## src/common/jrx_consts.svh

```systemverilog
// Register offsets, reset values and timing counts of the lane receiver
`ifndef JRX_CONSTS_SVH
`define JRX_CONSTS_SVH
`define JRX_OFS_IF_PD      15'h0200
`define JRX_OFS_LANE_PD    15'h0201
`define JRX_OFS_STATUS     15'h0202
`define JRX_RST_IF_PD      8'h01
`define JRX_RST_LANE_PD    8'h00
`define JRX_IF_PD_BIT      0
`define JRX_CHAR_COMMA     8'hbc
`define JRX_CHAR_ILAS_R    8'h1c
`define JRX_FRAMES_PER_MF  32
`define JRX_ILAS_MF        4
`define JRX_RATE_MIN_MBPS  3000
`define JRX_RATE_MAX_MBPS  15000
`define JRX_CONV_COUNT     2
`endif

```

## src/common/jrx_pkg.sv

```systemverilog
// Shared types of the lane receiver
package jrx_pkg;
  typedef enum logic [2:0] {
    JRX_MODE0 = 3'h0,
    JRX_MODE3 = 3'h3,
    JRX_MODE5 = 3'h5
  } jrx_mode_t;

  typedef enum logic [3:0] {
    JRX_SYNC      = 4'h1,
    JRX_WAIT_LMFC = 4'h2,
    JRX_ILAS      = 4'h4,
    JRX_DATA      = 4'h8
  } jrx_lstate_t;

  // One decoded symbol from a lane
  typedef struct packed {
    logic       k;
    logic       err;
    logic [7:0] octet;
  } jrx_sym_t;

  // One frame's worth of samples, 16-bit data in modes 0 and 3, 12-bit data left justified in mode 5
  typedef struct packed {
    logic [15:0] conv1;
    logic [15:0] conv0;
  } jrx_samp_t;

  typedef struct packed {
    logic [3:0]  chan_interp;
    logic [3:0]  main_interp;
    logic [15:0] dac_rate_mhz;
    jrx_mode_t   mode;
    logic        dual_link;
    logic        descramble_en;
  } jrx_cfg_t;
endpackage

```

## src/core/jrx_deframer.sv

```systemverilog
// Lane receiver: lane sync, alignment, descrambling and deframing
// What this block does
// - Eight lanes, one or two links, shared SYSREF
// - Lane octets descrambled then deframed into samples
// - Descrambling is a selectable option
// - Mode 0: one lane, c0 hi/lo, c1 hi/lo
// - Mode 3: lane per converter, high octet first
// - Mode 5: two 12-bit samples in six nibbles over three octets
// - Thirty-two frames per multiframe, one sample, HD
// - Sample rate uses channel times main interpolation
// - Lane rate must lie in 3 to 15 Gbps
// - Complex data only when total interpolation exceeds one
// - One sync request output per link
// - Each lane gathers forty-bit demux words
// - Interface powered down until bit 0 cleared
// - Per-lane power-down bit at lane index
// - Termination calibration needs no register writes
// - Four commas on all powered-up lanes of the link, release at LMFC
// - Elastic buffers release all lanes together
`timescale 1ns/10ps
`include "jrx_consts.svh"

module jrx_deframer #(
  parameter int NUM_LANES = 8,
  parameter int EB_DEPTH  = 8
) (
  // Clock and reset
  input  wire logic                  clk,
  input  wire logic                  rst_b,
  // Lanes and system reference
  input  wire jrx_pkg::jrx_sym_t     serial_lane_in [NUM_LANES],
  input  wire logic                  sysref_in,
  // Static configuration
  input  wire jrx_pkg::jrx_cfg_t     cfg,
  // Register port
  input  wire logic [14:0]           reg_addr,
  input  wire logic [7:0]            reg_wdata,
  input  wire logic                  reg_wr,
  input  wire logic                  reg_rd,
  output logic      [7:0]            reg_rdata,
  // Synchronisation requests, low requests resync
  output logic                       link0_sync_request_out_b,
  output logic                       link1_sync_request_out_b,
  // Sample streams, one per link
  output logic                       sample_valid [2],
  input  wire logic                  sample_ready [2],
  output jrx_pkg::jrx_samp_t         sample_out [2],
  // Status
  output logic                       lane_rate_ok,
  output logic                       complex_data
);
  localparam int AW = $clog2(EB_DEPTH);

  initial begin
    if (NUM_LANES != 8 || EB_DEPTH < 2 || (1 << AW) != EB_DEPTH) begin
      $error("jrx_deframer: unsupported lane count or buffer depth");
    end
  end

  typedef struct packed {
    jrx_pkg::jrx_sym_t [3:0]          demux;
    logic                             started;
    logic [14:0]                      scr;
    jrx_pkg::jrx_sym_t [EB_DEPTH-1:0] mem;
    logic [AW:0]                      wp;
    logic [AW:0]                      rp;
  } jrx_lane_t;

  typedef struct packed {
    jrx_pkg::jrx_lstate_t         st;
    logic                         sync_b;
    logic [7:0]                   lmfc;
    logic [9:0]                   skip;
    logic [1:0]                   idx;
    logic [31:0]                  acc0;
    logic [15:0]                  acc1;
    jrx_pkg::jrx_samp_t [1:0]     buff;
    logic [1:0]                   fill;
  } jrx_link_t;

  typedef struct packed {
    logic [7:0]                   if_pd;
    logic [7:0]                   lane_pd;
    logic [7:0]                   rdata;
    logic                         sysref_d;
    logic                         rate_ok;
    logic                         cplx;
    jrx_lane_t [NUM_LANES-1:0]    ln;
    jrx_link_t [1:0]              lk;
  } jrx_state_t;

  jrx_state_t r_r;
  jrx_state_t r_nxt;

  function automatic logic is_comma(jrx_pkg::jrx_sym_t s);
    return s.k && !s.err && s.octet == `JRX_CHAR_COMMA;
  endfunction

  function automatic logic in_link(int i, int l, logic dual);
    return dual ? ((i / 4) == l) : (l == 0);
  endfunction

  // Self-synchronous 1 + x^14 + x^15, MSB first
  function automatic logic [22:0] descr(logic [7:0] d, logic [14:0] s);
    logic [14:0] t;
    logic [7:0]  o;
    t = s;
    o = 8'h00;
    for (int b = 7; b >= 0; b--) begin
      o[b] = d[b] ^ t[13] ^ t[14];
      t    = {t[13:0], d[b]};
    end
    return {t, o};
  endfunction

  logic [31:0] num;
  logic [31:0] den;
  logic [1:0]  lanes_l;
  logic [4:0]  np;
  logic [7:0]  mf_len;
  logic [1:0]  last_idx;

  always_comb begin
    // Lane rate = dac * M * NP * 10 / (8 * L * total interpolation)
    lanes_l  = (cfg.mode == jrx_pkg::JRX_MODE3) ? 2'h2 : 2'h1;
    np       = (cfg.mode == jrx_pkg::JRX_MODE5) ? 5'hc : 5'h10;
    last_idx = (cfg.mode == jrx_pkg::JRX_MODE0) ? 2'h3 : (cfg.mode == jrx_pkg::JRX_MODE3) ? 2'h1 : 2'h2;
    mf_len   = 8'(`JRX_FRAMES_PER_MF * (int'(last_idx) + 1));
    num      = 32'(cfg.dac_rate_mhz) * 32'(`JRX_CONV_COUNT) * 32'(np) * 32'h0000000a;
    den      = 32'h8 * 32'(lanes_l) * 32'(cfg.chan_interp) * 32'(cfg.main_interp);
  end

  logic [NUM_LANES-1:0] active;
  logic [NUM_LANES-1:0] cgs_ok;
  logic [NUM_LANES-1:0] ready;
  logic [1:0]           rd;

  always_comb begin
    r_nxt = r_r;
    r_nxt.sysref_d = sysref_in;
    r_nxt.rate_ok  = den != 32'h0 && num >= 32'(`JRX_RATE_MIN_MBPS) * den
                     && num <= 32'(`JRX_RATE_MAX_MBPS) * den;
    r_nxt.cplx     = (cfg.chan_interp * cfg.main_interp) > 8'h01;
    // Register port, termination calibration runs without any write here
    if (reg_wr && reg_addr == `JRX_OFS_IF_PD) begin
      r_nxt.if_pd = reg_wdata;
    end
    if (reg_wr && reg_addr == `JRX_OFS_LANE_PD) begin
      r_nxt.lane_pd = reg_wdata;
    end
    if (reg_rd) begin
      case (reg_addr)
        `JRX_OFS_IF_PD:   r_nxt.rdata = r_r.if_pd;
        `JRX_OFS_LANE_PD: r_nxt.rdata = r_r.lane_pd;
        `JRX_OFS_STATUS:  r_nxt.rdata = {2'h0, r_r.lk[1].st == jrx_pkg::JRX_DATA, r_r.lk[1].sync_b,
                                         r_r.lk[0].st == jrx_pkg::JRX_DATA, r_r.lk[0].sync_b,
                                         r_r.cplx, r_r.rate_ok};
        default:          r_nxt.rdata = 8'h00;
      endcase
    end

    for (int i = 0; i < NUM_LANES; i++) begin
      active[i] = !r_r.if_pd[`JRX_IF_PD_BIT] && !r_r.lane_pd[i];
      cgs_ok[i] = &{is_comma(r_r.ln[i].demux[0]), is_comma(r_r.ln[i].demux[1]),
                    is_comma(r_r.ln[i].demux[2]), is_comma(r_r.ln[i].demux[3])};
      ready[i]  = r_r.ln[i].started && r_r.ln[i].wp != r_r.ln[i].rp;
    end

    for (int l = 0; l < 2; l++) begin
      logic       all_cgs;
      logic       lost;
      logic       any;
      logic       all_rdy;
      logic       pop;
      logic [7:0] o0;
      logic [7:0] o1;
      logic [22:0] d;
      jrx_pkg::jrx_samp_t smp;
      all_cgs = 1'b1;
      lost    = 1'b0;
      any     = 1'b0;
      all_rdy = 1'b1;
      o0      = 8'h00;
      o1      = 8'h00;
      d       = 23'h0;
      smp     = '0;
      for (int i = 0; i < NUM_LANES; i++) begin
        if (in_link(i, l, cfg.dual_link) && active[i]) begin
          any     = 1'b1;
          all_cgs = all_cgs && cgs_ok[i];
          lost    = lost || serial_lane_in[i].err;
          all_rdy = all_rdy && ready[i];
        end
      end
      // Multiframe clock, realigned on a SYSREF rising edge
      if (sysref_in && !r_r.sysref_d) begin
        r_nxt.lk[l].lmfc = 8'h00;
      end else begin
        r_nxt.lk[l].lmfc = (r_r.lk[l].lmfc >= mf_len - 8'h01) ? 8'h00 : r_r.lk[l].lmfc + 8'h01;
      end
      rd[l] = (r_r.lk[l].st == jrx_pkg::JRX_ILAS || r_r.lk[l].st == jrx_pkg::JRX_DATA)
              && any && all_rdy && !r_r.lk[l].fill[1];
      pop   = r_r.lk[l].fill[0] && sample_ready[l];
      if (pop) begin
        r_nxt.lk[l].buff[0] = r_r.lk[l].buff[1];
        r_nxt.lk[l].fill    = {1'b0, r_r.lk[l].fill[1]};
      end
      case (r_r.lk[l].st)
        jrx_pkg::JRX_SYNC: begin
          r_nxt.lk[l].sync_b = 1'b0;
          if (any && all_cgs && r_r.rate_ok && !lost) begin
            r_nxt.lk[l].st = jrx_pkg::JRX_WAIT_LMFC;
          end
        end
        jrx_pkg::JRX_WAIT_LMFC: begin
          if (r_r.lk[l].lmfc == 8'h00) begin
            r_nxt.lk[l].st     = jrx_pkg::JRX_ILAS;
            r_nxt.lk[l].sync_b = 1'b1;
            r_nxt.lk[l].skip   = 10'h000;
          end
        end
        jrx_pkg::JRX_ILAS: begin
          if (rd[l]) begin
            r_nxt.lk[l].skip = r_r.lk[l].skip + 10'h001;
            if (r_r.lk[l].skip == 10'(`JRX_ILAS_MF * int'(mf_len)) - 10'h001) begin
              r_nxt.lk[l].st  = jrx_pkg::JRX_DATA;
              r_nxt.lk[l].idx = 2'h0;
            end
          end
        end
        jrx_pkg::JRX_DATA: begin
          if (rd[l]) begin
            for (int j = 0; j < 2; j++) begin
              int p;
              p = l * 4 + j;
              d = descr(r_r.ln[p].mem[r_r.ln[p].rp[AW-1:0]].octet, r_r.ln[p].scr);
              r_nxt.ln[p].scr = d[22:8];
              if (j == 0) begin
                o0 = cfg.descramble_en ? d[7:0] : r_r.ln[p].mem[r_r.ln[p].rp[AW-1:0]].octet;
              end else begin
                o1 = cfg.descramble_en ? d[7:0] : r_r.ln[p].mem[r_r.ln[p].rp[AW-1:0]].octet;
              end
            end
            r_nxt.lk[l].acc0 = {r_r.lk[l].acc0[23:0], o0};
            r_nxt.lk[l].acc1 = {r_r.lk[l].acc1[7:0], o1};
            r_nxt.lk[l].idx  = r_r.lk[l].idx + 2'h1;
            if (r_r.lk[l].idx == last_idx) begin
              r_nxt.lk[l].idx = 2'h0;
              case (cfg.mode)
                jrx_pkg::JRX_MODE0: smp = {r_nxt.lk[l].acc0[15:0], r_nxt.lk[l].acc0[31:16]};
                jrx_pkg::JRX_MODE3: smp = {r_nxt.lk[l].acc1, r_nxt.lk[l].acc0[15:0]};
                jrx_pkg::JRX_MODE5: smp = {r_nxt.lk[l].acc0[11:0], 4'h0,
                                           r_nxt.lk[l].acc0[23:12], 4'h0};
                default:            smp = '0;
              endcase
              if (r_nxt.lk[l].fill[0]) begin
                r_nxt.lk[l].buff[1] = smp;
                r_nxt.lk[l].fill[1] = 1'b1;
              end else begin
                r_nxt.lk[l].buff[0] = smp;
                r_nxt.lk[l].fill[0] = 1'b1;
              end
            end
          end
        end
        default: r_nxt.lk[l].st = jrx_pkg::JRX_SYNC;
      endcase
      // Any lost lane or unusable setup drops the whole link
      if (lost || !any || !r_r.rate_ok || (l == 1 && !cfg.dual_link)) begin
        r_nxt.lk[l].st     = jrx_pkg::JRX_SYNC;
        r_nxt.lk[l].sync_b = 1'b0;
      end
    end

    for (int i = 0; i < NUM_LANES; i++) begin
      int l;
      l = (cfg.dual_link && i >= 4) ? 1 : 0;
      r_nxt.ln[i].demux = {r_r.ln[i].demux[2:0], serial_lane_in[i]};
      if (rd[l] && active[i]) begin
        r_nxt.ln[i].rp = r_r.ln[i].rp + 1'b1;
      end
      if (r_nxt.lk[l].st == jrx_pkg::JRX_SYNC || r_nxt.lk[l].st == jrx_pkg::JRX_WAIT_LMFC || !active[i]) begin
        r_nxt.ln[i].started = 1'b0;
        r_nxt.ln[i].wp      = '0;
        r_nxt.ln[i].rp      = '0;
      end else if (r_r.ln[i].wp[AW-1:0] != r_r.ln[i].rp[AW-1:0] || r_r.ln[i].wp[AW] == r_r.ln[i].rp[AW]) begin
        // Early lanes park here from their /R/ until the latest arrives
        if (r_r.ln[i].started || (serial_lane_in[i].k
            && serial_lane_in[i].octet == `JRX_CHAR_ILAS_R)) begin
          r_nxt.ln[i].started                    = 1'b1;
          r_nxt.ln[i].mem[r_r.ln[i].wp[AW-1:0]] = serial_lane_in[i];
          r_nxt.ln[i].wp                         = r_r.ln[i].wp + 1'b1;
        end
      end
    end
  end

  always_ff @(posedge clk or negedge rst_b) begin
    if (!rst_b) begin
      r_r         <= '0;
      r_r.if_pd   <= `JRX_RST_IF_PD;
      r_r.lane_pd <= `JRX_RST_LANE_PD;
      r_r.lk[0].st <= jrx_pkg::JRX_SYNC;
      r_r.lk[1].st <= jrx_pkg::JRX_SYNC;
    end else begin
      r_r <= r_nxt;
    end
  end

  assign reg_rdata                = r_r.rdata;
  assign link0_sync_request_out_b = r_r.lk[0].sync_b;
  assign link1_sync_request_out_b = r_r.lk[1].sync_b;
  assign lane_rate_ok             = r_r.rate_ok;
  assign complex_data             = r_r.cplx;
  assign sample_valid[0]          = r_r.lk[0].fill[0];
  assign sample_valid[1]          = r_r.lk[1].fill[0];
  assign sample_out[0]            = r_r.lk[0].buff[0];
  assign sample_out[1]            = r_r.lk[1].buff[0];
endmodule

```

## config.mk

```make
export PLATFORM = sky130hd
export DESIGN_NAME = jrx_deframer
export DESIGN_NICKNAME = d
export VERILOG_FILES = /design/src/common/jrx_pkg.sv /design/src/core/jrx_deframer.sv
export VERILOG_INCLUDE_DIRS = /design/src /design/src/common
export SDC_FILE = /design/constraint.sdc
export NUM_CORES = 2
export LEC_CHECK = 0
export BUFFER_PORTS_ARGS = -buffer_cell sky130_fd_sc_hd__buf_4
export CAP_MARGIN = 20
export CELL_PAD_IN_SITES_DETAIL_PLACEMENT = 1
export CELL_PAD_IN_SITES_GLOBAL_PLACEMENT = 2
export CORE_AREA = 2 2 410 412
export CTS_CLUSTER_DIAMETER = 150
export DETAILED_ROUTE_END_ITERATION = 16
export DIE_AREA = 0 0 412 414
export GPL_TIMING_DRIVEN = 0
export PLACE_DENSITY_LB_ADDON = 0.1
export SYNTH_ARGS = -nofsm -noshare
export SYNTH_HDL_FRONTEND = slang
export SYNTH_SLANG_ARGS = --single-unit
```

## constraint.sdc

```tcl
create_clock -name clk -period 2.69 [get_ports clk]
set_input_delay 0.4035 -clock clk [delete_from_list [all_inputs] [get_ports clk]]
set_output_delay 0.4035 -clock clk [all_outputs]
set_load 0.02 [all_outputs]
```

==> summary by stage <==
Global routing
The maximum number of pins on one net before global-route repair is approximately 160. For this run the aggregate overflow at the end of global routing stands at 0. In the global route stage, overall resource usage came out at 0.1735. The first-pass GRT wire length is 229600 um.

The number of antenna violations at the first check in global routing was 7. The via count of the first global-routing pass is 36510.

Floorplanning
The effective utilization at floorplan is 0.2982. From bottom edge to top edge, the die measures 414 um. The number of top-level design ports is 217.

The core outline area is 166300 um2. In this run the core area contains 150 standard-cell rows. The die is between 400 and 500 um wide.

The area of the die is between 150000 and 200000 um2.

Pwr
The worst vdd rail ir drop is 1.064 mV. The completed layout was analyzed and its total power is between 50 and 60 mW. The analysis attributes to cell leakage a power of 30.29 nW. In this run the power density over the cells is 828.9 nW/um2.

Placed design
The count of input and output buffers is 208. The routability congestion estimate from global placement is ~0.76. The half-perimeter wire length after placement is ~110000 um.

After detailed placement, the design holds a cell count of 6620.

Detailed routing
The DRC violation total after the first TritonRoute iteration is around 1500. The count of vias placed by the detailed router is about 34000. The pre-antenna-repair detailed-routing pass consisted of 5 iterations. The total wirelength of the detailed-routed design is 151500 um. Dividing the detail-routed via count by the number of cells gives around 4.8. Dividing the detail-routed wire length by the instance count gives between 20 and 25 um. In the routed design, unresolved DRC markers number 0. The count of nets left with antenna violations once routing finished came out at 0.

Timing
The share of the clock period used by the worst path is 3.261. On the final layout, the worst clock skew is 0.04031 ns. The number of endpoints with negative hold slack in the final report was 145. For this run, the top clock speed supported by timing is 114.0 MHz.

The total of endpoints with negative setup slack in the final report is roughly 430. Setup repair after global routing could not meet its margin everywhere. Hold timing on the final database bottoms out at a slack of -0.3144 ns. The measured slew at the worst slew-check pin is roughly 1.1 ns.

The count of final max-slew check failures came to 0. The remaining max-slew budget at the tightest pin is 0.2638. The shortest clock period the worst path allows after layout is between 8 and 9 ns. The minimum setup slack in the final design is -6.083 ns.

Synthesis
Yosys mapped a number of flops with a built-in enable equal to 0. After synthesis the netlist holds a flip-flop and latch count of 981. The sequential share of the synthesized area is 0.4952. The count of different cell masters after synthesis is 80. Yosys printed 0 warnings. The proportion of synthesized flip-flops having asynchronous set or reset is 1.000. In this run the cell area of the synthesized design comes to 49580 um2.

After synthesis, the mean cell area works out to around 12 um2. The cell count after synthesis is 4196. The most used flip-flop cell after synthesis is dfrtp_1.

Critical path
The worst register-to-register path has a setup slack of -0.62 ns. The endpoint class of the critical path is a register. The required arrival time at the worst endpoint is between 3 and 4 ns. The startpoint class of the critical path is an input port. The cell that appears most often on the critical path is fa_1. In this run the worst path has a maximum fanout of 4.

The critical path's slowest cell is fa_1. The largest single stage delay on the critical path is roughly 0.53 ns. The critical path data arrival time is about 9.3 ns. The type of the worst setup path is input port to register.

Cells and area
In the final layout, the share of cells above drive strength 1 is 0.3433. In the layout the commonest cells are dfrtp_1, buf_4, ha_1, nand2_1, mux2_2. The net count reported at finish is between 5000 and 6000. Compared with the post-synthesis result, the final layout area differs by 32.46%. The number of non-filler instances in the completed layout is 7137. The library cell used most frequently in the layout, excluding fill and tap cells, is dfrtp_1.

Flow run
The count of max-cap constraint violations is 0.

CTS
The number of buffers inserted during clock tree synthesis is 111. CTS saw just under 1000 sinks. In this run the deepest clock path goes through 3 buffers. The hold-fix buffer count after cts is 95. At the later pin of the worst-skew pair, clock insertion delay measures about 0.74 ns.

The clock slew seen by the registers of the worst setup and hold paths is 0.07 ns. In this run the number of H-tree levels came out at 3. The tree is rooted in a clkbuf_16. The clock tree from TritonCTS is yes.

Status
The checks that failed: hold timing, setup timing. The run finished, with violations left.

Worst hold path
The path type of the worst min-delay path is input port to asynchronous set/reset pin.
[cells in the mapped netlist (35+ instances only)]
cell type  count  area [um2]
dfrtp_1      978       24470
mux2_2       370        4167
nand2_1      335        1257
ha_1         300        3754
nor2_1       248       930.9
inv_1        201       754.5
a21oi_1      166       830.8
o21ai_0      160       800.8
xor2_1       149        1305
clkbuf_1     136       510.5
fa_1          84        1682
xnor2_1       76       665.6
buf_4         74       555.5
and3_1        66       412.9
mux4_2        64        1441
a22oi_1       55       412.9
nand4_1       50       312.8
mux2i_1       49       490.5
a211oi_1      43       322.8
nor3_1        41       205.2
nand3_1       40       200.2
nor2b_1       35       219.0
[flip-flops by register name (all words and copies together) (netlist names)]
name                      flops
complex_data                  1
r_nxt                       240
sample_valid                  2
sample_out                   64
reg_rdata                     8
r_r                         663
link1_sync_request_out_b      1
link0_sync_request_out_b      1
lane_rate_ok                  1
[metal layers]
layer,share of wire,wire length (um),global-route usage
met2,0.47,71120,0.2781
met3,0.025,3851,0.02128
met1,0.49,73920,0.2515
met4,0.017,2544,0.03384
met5,0.00024,37,0
[power by group]
| part | total (mW) | internal, mW | switching [mW] |
|---|---|---|---|
| clock network | 16.7 | 9.99 | 6.74 |
| logic | 22.4 | 9.70 | 12.7 |
| registers | 15.3 | 15.1 | 0.232 |
[layout make-up]
type / instances / area, um2
fill: 17540 / 100600
multi-input combinational: 2772 / 26320
sequential: 981 / 24580
timing repair buffer: 539 / 5324
clock buffer: 142 / 3114
tap: 2204 / 2758
buffer: 224 / 1833
clock inverter: 69 / 977.2
inverter: 202 / 765.7
antenna: 4 / 10.01
[stage by stage]
step	setup slack (ns)	setup TNS (ns)	util	area, um2	hold WS (ns)
6_report	-6.083	-140.65	0.3949	65670	-0.3144
3_5_place_dp	-8.808	-782.76	0.3304	54930	0.3536
2_1_floorplan	-6.025	-26.56	-	50350	0.1079
5_1_grt	-6.444	-180.37	0.3949	65660	-0.2637
4_1_cts	-6.157	-330.27	0.3690	61360	-0.2659
3_3_place_gp	-11.20	-	0.3288	54670	0.3531
[path summary, 6_finish.rpt]
path,from,endpoint,depth (start not counted)
max,cfg[4],lane_rate_ok,43
min,rst_b,r_r[706],1
max reg2reg,r_r[989],r_r[894],11
min reg2reg,r_nxt[1415],r_nxt[1425],0
max in group asynchronous,rst_b,r_r[485],4
min in group clk,serial_lane_in[23],r_r[1039],2
[kinds of logic after synthesis]
| logic type | after synthesis | synth area share |
|---|---|---|
| and+or+nand+nor | 1043 | 0.1090 |
| DFF | 981 | 0.4952 |
| AOI/OAI and AO/OA | 616 | 0.08013 |
| muxes | 496 | 0.1260 |
| buffers and inverters | 449 | 0.04013 |
| adders and majority gates | 384 | 0.1096 |
| xor gates and xnor gates | 225 | 0.03975 |
| other | 2 | 0.0001515 |
[worst max-delay path, delay by kind of cell]
family	cells	cell delay [ns]
buf+inv	8	0.78
compound gates	13	2.21
xor+xnor	2	0.43
fa+ha+maj	10	4.06
simple gates	10	1.43
[timing repair]
| item | 4_1_cts | 5_1_grt |
|---|---|---|
| gates resized for setup | 240 | 727 |
| endpoints found under the setup margin | 616 | 597 |
| pin swaps | 71 | 207 |
| setup buffers | 51 | 158 |
| cloned | 0 | 24 |
| hold endpoints to repair | 428 | 145 |
Note: power is estimated with default switching activity, not from simulation.
